[config.mk]
export PLATFORM = sky130hd
export DESIGN_NAME = ptw_walker
export DESIGN_NICKNAME = d
export VERILOG_FILES = /design/src/hdl/ptw_pkg.sv /design/src/hdl/ptw_walker.sv
export SDC_FILE = /design/constraint.sdc
export NUM_CORES = 1
export LEC_CHECK = 0
export ABC_AREA = 1
export ABC_CLOCK_PERIOD_IN_PS = 7700
export BUFFER_PORTS_ARGS = -buffer_cell sky130_fd_sc_hd__buf_2
export CORE_UTILIZATION = 56
export CTS_CLUSTER_DIAMETER = 150
export DETAILED_ROUTE_END_ITERATION = 7
export PLACE_DENSITY = 0.82
export SYNTH_ARGS = -nofsm -noshare
export SYNTH_HDL_FRONTEND = slang
export SYNTH_SLANG_ARGS = --single-unit
[constraint.sdc]
create_clock -name i_mclk -period 7.7 [get_ports i_mclk]
set_input_delay 1.54 -clock i_mclk [delete_from_list [all_inputs] [get_ports i_mclk]]
set_output_delay 1.54 -clock i_mclk [all_outputs]
set_load 0.005 [all_outputs]
[src/hdl/ptw_pkg.sv]
// Purpose: shared constants and types for the page table walker
// Assumes: 64-bit virtual addresses, 56-bit physical addresses, 8-byte entries
// Notes:   mode codes are the walker's own encoding of the translation mode field
package ptw_pkg;

   // ---------------------------------------------------------------
   // address geometry
   // ---------------------------------------------------------------
   localparam int unsigned VA_WIDTH       = 64;
   localparam int unsigned PA_WIDTH       = 56;
   localparam int unsigned PPN_WIDTH      = 44;
   localparam int unsigned OFFSET_WIDTH   = 12;  // untranslated page offset
   localparam int unsigned VPN_FIELD_BITS = 9;   // one table index
   localparam int unsigned PTE_BYTES      = 8;
   localparam int unsigned PTE_SHIFT      = 3;   // log2 of entry size

   // ---------------------------------------------------------------
   // translation modes: encoding and level counts
   // ---------------------------------------------------------------
   localparam logic [3:0] MODE_BARE  = 4'h0;
   localparam logic [3:0] MODE_VA39  = 4'h8;
   localparam logic [3:0] MODE_VA48  = 4'h9;
   localparam logic [3:0] MODE_VA57  = 4'ha;
   localparam logic [2:0] LEVELS_VA39 = 3'h3;
   localparam logic [2:0] LEVELS_VA48 = 3'h4;
   localparam logic [2:0] LEVELS_VA57 = 3'h5;
   localparam logic [2:0] LEVELS_NONE = 3'h0;   // bare, no walk
   localparam logic [2:0] LEVELS_BAD  = 3'h7;   // unknown mode code

   // ---------------------------------------------------------------
   // page table entry field positions
   // ---------------------------------------------------------------
   localparam int unsigned PTE_VALID   = 0;
   localparam int unsigned PTE_READ    = 1;
   localparam int unsigned PTE_WRITE   = 2;
   localparam int unsigned PTE_EXEC    = 3;
   localparam int unsigned PTE_USER    = 4;
   localparam int unsigned PTE_GLOBAL  = 5;
   localparam int unsigned PTE_ACCESS  = 6;
   localparam int unsigned PTE_DIRTY   = 7;
   localparam int unsigned PTE_PPN_LSB = 10;
   localparam int unsigned PTE_PPN_MSB = 53;
   localparam int unsigned PTE_RSV_LSB = 54;   // reserved 60..54
   localparam int unsigned PTE_RSV_MSB = 60;
   localparam int unsigned PTE_MT_LSB  = 61;   // memory-type field 62..61
   localparam int unsigned PTE_MT_MSB  = 62;
   localparam int unsigned PTE_CONTIG  = 63;   // contiguous-range flag

   // ---------------------------------------------------------------
   // carriers
   // ---------------------------------------------------------------
   typedef enum logic [1:0] {
      ACC_FETCH = 2'b00,
      ACC_LOAD  = 2'b01,
      ACC_STORE = 2'b10
   } ptw_acc_type;

   typedef struct packed {
      logic [VA_WIDTH-1:0] vaddr;
      ptw_acc_type         acc;
   } ptw_req_type;

   typedef struct packed {
      logic [PA_WIDTH-1:0] paddr;
      logic                fault;   // page fault of kind acc
      ptw_acc_type         acc;
   } ptw_rsp_type;

endpackage

[src/hdl/ptw_walker.sv]
// Purpose: virtual to physical translation by hardware page table walk
// Assumes: memory answers each entry read in order, one answer per read
// Notes:   translation mode and root are sampled when a request is taken
`timescale 1ns/1ns

module ptw_walker #(
   parameter int unsigned MAX_LEVELS = 5   // 3, 4 or 5 supported table depth
) (
   input  wire logic                        i_mclk,
   input  wire logic                        i_rst,
   input  wire logic [3:0]                  i_satp_mode,
   input  wire logic [ptw_pkg::PPN_WIDTH-1:0] i_satp_ppn,
   input  wire logic                        i_req_valid,
   input  wire ptw_pkg::ptw_req_type        i_req,
   output logic                             o_req_ready,
   output logic                             o_rsp_valid,
   output ptw_pkg::ptw_rsp_type             o_rsp,
   output logic                             o_mem_valid,
   output logic [ptw_pkg::PA_WIDTH-1:0]     o_mem_addr,
   input  wire logic                        i_mem_ready,
   input  wire logic                        i_mem_rsp_valid,
   input  wire logic [63:0]                 i_mem_rsp_data
);
   import ptw_pkg::*;

   // ---------------------------------------------------------------
   // helpers
   // ---------------------------------------------------------------

   // mode code to level count; deeper modes need the shallower ones
   function automatic logic [2:0] mode_levels(input logic [3:0] mode);
      logic [2:0] lv;
      lv = LEVELS_BAD;
      unique case (mode)
         MODE_BARE: lv = LEVELS_NONE;
         MODE_VA39: lv = LEVELS_VA39;
         MODE_VA48: lv = LEVELS_VA48;
         MODE_VA57: lv = LEVELS_VA57;
         default:   lv = LEVELS_BAD;
      endcase
      // a depth above what was built is refused; 5 implies 4 implies 3
      if (lv != LEVELS_NONE && lv != LEVELS_BAD && lv > 3'(MAX_LEVELS)) begin
         lv = LEVELS_BAD;
      end
      return lv;
   endfunction

   // 9 times a level, the bit distance of one table index
   function automatic logic [5:0] lvl_shift(input logic [2:0] lv);
      return ({3'h0, lv} << 3) + {3'h0, lv};
   endfunction

   // upper address bits must all copy the top implemented bit
   function automatic logic canonical(input logic [63:0] va, input logic [2:0] lv);
      logic [6:0] msb;
      msb = 7'(OFFSET_WIDTH) + 7'(lvl_shift(lv)) - 7'h1;      // 38, 47 or 56
      return ((va >> msb) == 64'h0) || ((~va >> msb) == 64'h0);
   endfunction

   // ---------------------------------------------------------------
   // state
   // ---------------------------------------------------------------
   typedef enum logic [1:0] {
      ST_IDLE = 2'b00,
      ST_READ = 2'b01,
      ST_WAIT = 2'b10,
      ST_RESP = 2'b11
   } ptw_state_type;

   ptw_state_type             state;
   ptw_state_type             next_state;
   ptw_req_type               req;
   ptw_req_type               next_req;
   logic [2:0]                level;
   logic [2:0]                next_level;
   logic [PPN_WIDTH-1:0]      table_ppn;
   logic [PPN_WIDTH-1:0]      next_table_ppn;
   ptw_rsp_type               rsp;
   ptw_rsp_type               next_rsp;

   // ---------------------------------------------------------------
   // entry decode for the word returned by memory
   // ---------------------------------------------------------------
   logic [63:0]               pte;
   logic [PPN_WIDTH-1:0]      pte_ppn;
   logic [5:0]                cur_shift;
   logic [PPN_WIDTH-1:0]      low_mask;
   logic [PPN_WIDTH-1:0]      va_vpn;
   logic [VPN_FIELD_BITS-1:0] vpn_index;
   logic                      pte_rsv_bad;
   logic                      pte_bad;
   logic                      pte_leaf;
   logic                      pte_misaligned;
   logic [PPN_WIDTH-1:0]      leaf_ppn;

   assign pte       = i_mem_rsp_data;
   assign pte_ppn   = pte[PTE_PPN_MSB:PTE_PPN_LSB];
   assign cur_shift = lvl_shift(level);
   assign va_vpn    = req.vaddr[PA_WIDTH-1:OFFSET_WIDTH];
   // index into the current table: vpn field of this level
   assign vpn_index = VPN_FIELD_BITS'(req.vaddr >> (7'(OFFSET_WIDTH) + 7'(cur_shift)));
   // ppn bits below this level, those a superpage takes from the vpn
   assign low_mask  = ~(44'hfffffffffff << cur_shift);

   // reserved high bits: no contiguous-range or memory-type support here
   assign pte_rsv_bad = pte[PTE_CONTIG]
                      | (|pte[PTE_MT_MSB:PTE_MT_LSB])
                      | (|pte[PTE_RSV_MSB:PTE_RSV_LSB]);
   // flag bits keep their usual meaning; the rest are not checked here
   assign pte_bad  = ~pte[PTE_VALID]
                   | (~pte[PTE_READ] & pte[PTE_WRITE])
                   | pte_rsv_bad;
   assign pte_leaf = pte[PTE_READ] | pte[PTE_EXEC];
   // a leaf above level 0 must have zero ppn bits below it
   assign pte_misaligned = (level != 3'h0) && ((pte_ppn & low_mask) != 44'h0);
   // superpage: low fields from the vpn, upper fields from the entry
   assign leaf_ppn = (pte_ppn & ~low_mask) | (va_vpn & low_mask);

   // ---------------------------------------------------------------
   // walk sequencing: next values
   // ---------------------------------------------------------------
   always_comb begin
      logic [2:0] lv;
      lv             = mode_levels(i_satp_mode);
      next_state     = state;
      next_req       = req;
      next_level     = level;
      next_table_ppn = table_ppn;
      next_rsp       = rsp;
      unique case (state)
         ST_IDLE: begin
            if (i_req_valid) begin
               next_req       = i_req;
               next_rsp.acc   = i_req.acc;
               next_rsp.fault = 1'b0;
               next_rsp.paddr = i_req.vaddr[PA_WIDTH-1:0];
               next_table_ppn = i_satp_ppn;
               if (lv == LEVELS_NONE) begin
                  // bare mode: address passes through untranslated
                  next_state = ST_RESP;
               end else if (lv == LEVELS_BAD) begin
                  next_rsp.fault = 1'b1;
                  next_state     = ST_RESP;
               end else if (!canonical(i_req.vaddr, lv)) begin
                  next_rsp.fault = 1'b1;
                  next_state     = ST_RESP;
               end else begin
                  next_level = lv - 3'h1;
                  next_state = ST_READ;
               end
            end
         end
         ST_READ: begin
            if (i_mem_ready) begin
               next_state = ST_WAIT;
            end
         end
         ST_WAIT: begin
            if (i_mem_rsp_valid) begin
               next_state = ST_RESP;
               if (pte_bad) begin
                  next_rsp.fault = 1'b1;
               end else if (pte_leaf) begin
                  if (pte_misaligned) begin
                     next_rsp.fault = 1'b1;
                  end else begin
                     next_rsp.paddr = {leaf_ppn, req.vaddr[OFFSET_WIDTH-1:0]};
                  end
               end else if (level == 3'h0) begin
                  next_rsp.fault = 1'b1;
               end else begin
                  // pointer: descend into the next table
                  next_table_ppn = pte_ppn;
                  next_level     = level - 3'h1;
                  next_state     = ST_READ;
               end
            end
         end
         ST_RESP: begin
            next_state = ST_IDLE;
         end
      endcase
   end

   // ---------------------------------------------------------------
   // walk sequencing: registers
   // ---------------------------------------------------------------
   always_ff @(posedge i_mclk or posedge i_rst) begin
      if (i_rst) begin
         state     <= ST_IDLE;
         req       <= '0;
         level     <= 3'h0;
         table_ppn <= 44'h0;
         rsp       <= '0;
      end else begin
         state     <= next_state;
         req       <= next_req;
         level     <= next_level;
         table_ppn <= next_table_ppn;
         rsp       <= next_rsp;
      end
   end

   // ---------------------------------------------------------------
   // outputs
   // ---------------------------------------------------------------

   // one request at a time; taken only while idle
   assign o_req_ready = (state == ST_IDLE);
   // answer stands for exactly one cycle
   assign o_rsp_valid = (state == ST_RESP);
   assign o_rsp       = rsp;
   // entry address: table base page plus index times entry size
   assign o_mem_valid = (state == ST_READ);
   assign o_mem_addr  = {table_ppn, 12'h000}
                      + {44'h0, vpn_index, 3'h0};

endmodule

==> flow_summary.json <==
{
  "rows": 56,
  "crit_type": "in2reg",
  "vdd_drop_max_mv": 0.245,
  "groute.usage.overall_pct": 43.8,
  "ys_warn_count": 0,
  "fmaxAchievable_mhz": 183,
  "finish.instance_area_mm2": 0.0157,
  "synthTopCellsByArea": "dfrtp_1, nand3_1, nand2_1",
  "grt_max_degree": 105,
  "grt_overflow": 0,
  "holdWs_ps": 481,
  "clk_path_buf_depth": 2,
  "slew-limit-headroom_pct": 31.9,
  "finClkSkew_ps": 13.8,
  "cts_sinks": 172,
  "area_delta_synth_final_pct": 14.6,
  "drv_cap": 0,
  "reg2reg_from": "level[0]",
  "hold_viol_final": 0,
  "outcome": "complete, no violations",
  "max_slew.worst_pin.slew_ps": 1020,
  "nFillCells": 2207,
  "syn_area_mm2": 0.0137,
  "cts-buffers-inserted": 17,
  "grt_pass1_wl_um": 83900,
  "synthCells": 2237,
  "fin_ws_ps": 2230,
  "die_x_um": 158,
  "final_layout_size_suffix_gt1_share_pct": 15.5,
  "ys.flop_type": "dfrtp_1",
  "power.density_mw_per_mm2": 352,
  "final.min_clock_period_ps": 5470,
  "synth_top_area_share_pct": 31.4,
  "yosys-top-cells-count": "nand2_1, nand3_1, o21ai_0",
  "first_pass_iters": 6,
  "synth-seq-area-share_pct": 31.4,
  "start_util_pct": 57.7,
  "tns_ps": 0,
  "ant_nets": 0,
  "cts_tree": "yes",
  "synthArstFlopShare_pct": 100,
  "critical_path_required_ps": 8020,
  "wl_per_cell_um": 20.1,
  "r2r-end": "o_rsp[40]",
  "drc": 0,
  "place_area_mm2": 0.0151,
  "drt_wl_total_um": 55200,
  "worstPathMaxFanout": 41,
  "coreArea_mm2": 0.0238,
  "synth_most_common_cell": "nand2_1",
  "grt_pass1_vias": 15600,
  "clk_latency_ps": 440,
  "synth_edf_count": 0,
  "reg2regPathDepth": 10,
  "post_cts_buffers": 0,
  "final_util_pct": 66.1,
  "clockRootBuffer": "clkbuf_16",
  "drtIter0Drc": 2230,
  "die_area_mm2": 0.0251,
  "hold_path_class": "reg2reg",
  "cp.arrival_ps": 5790,
  "h-tree-depth": 4,
  "post-dp-hpwl_um": 41100,
  "end_kind": "flip-flop",
  "startpoint_type": "input port",
  "worstSetupStartpoint": "i_satp_mode[0]",
  "rsz0062_at_grt": "false",
  "io_pins": 301,
  "post-route-period-util_pct": 71.0,
  "fin_nets": 2593,
  "synth_cell_types": 47,
  "slew_viol_final": 0,
  "reg2reg_slack_ps": 3680,
  "avgSynthCellArea_um2": 6.12,
  "place_congestion": 1.03,
  "ys_ff_latch": 172,
  "cts-resized-gates": 0,
  "endpoint": "level[1]",
  "cts.clk_slew.worst_paths_ps": 80,
  "die_h_um": 158,
  "synth_largest_area_cell": "dfrtp_1",
  "postCtsHoldBufs": 0,
  "p_leak_nw": 8.05,
  "routed_via_density": 6.25,
  "setup_violations": 0,
  "pre_cts_slack_ps": 1890,
  "antenna_found_initial": 7,
  "io_buffer_count": 291,
  "vias": 17200
}
stage by stage:
stage | std cells | power [mW]
floorplan | 2239 | 3.50
global placement | 2706 | 4.47
detailed placement | 2706 | 4.56
CTS | 2738 | 5.45
global route | 2744 | 5.92
finish | 2744 | 5.53
critical path, stage by stage:
cell and delay, ps:
buf_2 140, inv_2 60, nand3_1 230, nand2_2 120, nand2_2 470, ha_2 420
inv_2 520, buf_4 410, nand3_1 140, nand3_1 130, nand3_1 130, nand3_1 150
nand3_1 170, nand2_1 120, nand2_1 60, nor2_1 80, nand2_1 50, nor2_1 130
nand3_1 200, nand4_1 220, nand2_2 120, nand2_1 80, o21ai_1 70
routing by layer:
metal / GRT usage (%) / vias up / share of wire (%)
met5: 0 / - / 0.020
met4: 27.8 / 2 / 6.1
met3: 8.55 / 222 / 9.9
met2: 72.3 / 1113 / 47
met1: 52.4 / 7873 / 37
li1: - / 7948 / -
flip-flops by register name, indices dropped and copies added (netlist names):
register and flops:
o_rsp 59, state 2, table_ppn 44, level 3, req 64
report_power, final:
part / switching, mW / total, mW / internal (mW)
Sequential: 0.321 / 1.65 / 1.33
Clock: 0.449 / 0.886 / 0.438
Combinational: 2.01 / 3.00 / 0.986
final cells by class:
cell class              instances  area (µm²)  area share, %
clock buffers                  17         425           2.71
diodes                          6        15.0         0.0956
well taps                     319         399           2.54
clock inverters                15         170           1.08
multi-input cells            1765        8250           52.5
inverters                     137         519           3.31
flip-flops and latches        172        4300           27.4
repair buffers                313        1620           10.3
cell usage in the layout, fill, tap and decap left out, types with 8 or more instances in the layout:
| cell | count |
|---|---|
| a31oi_1 | 58 |
| nand2_1 | 642 |
| nand4_1 | 9 |
| clkbuf_16 | 17 |
| o31ai_1 | 24 |
| o21ai_0 | 189 |
| inv_2 | 12 |
| o22ai_1 | 8 |
| a211oi_1 | 8 |
| buf_4 | 22 |
| nor2_1 | 146 |
| nor4_1 | 9 |
| inv_1 | 123 |
| dfrtp_1 | 172 |
| nand3_1 | 563 |
| a21oi_1 | 39 |
| buf_2 | 291 |
kinds of logic (layout without fill, tap and decap cells):
logic type	count (synthesis)	after routing	synth area share, %
AOI/OAI and AO/OA	361	361	15.1
xor gates and xnor gates	2	2	0.183
adders and majority gates	4	4	0.365
buffers and inverters	302	482	8.78
DFF	172	172	31.4
other	1	9	0.0274
and+or+nand+nor	1395	1395	44.1
worst min path at each step:
stage,from,endpoint,slack [ps],cells past startpoint
2_1_floorplan,req[4],req[4],440,2
3_3_place_gp,o_rsp[0],o_rsp[0],450,2
3_5_place_dp,o_rsp[42],o_rsp[42],460,2
4_1_cts,req[4],req[4],480,2
5_1_grt,o_rsp[55],o_rsp[55],510,2
6_report,o_rsp[25],o_rsp[25],480,2
Power figures use the tool's default switching activity.
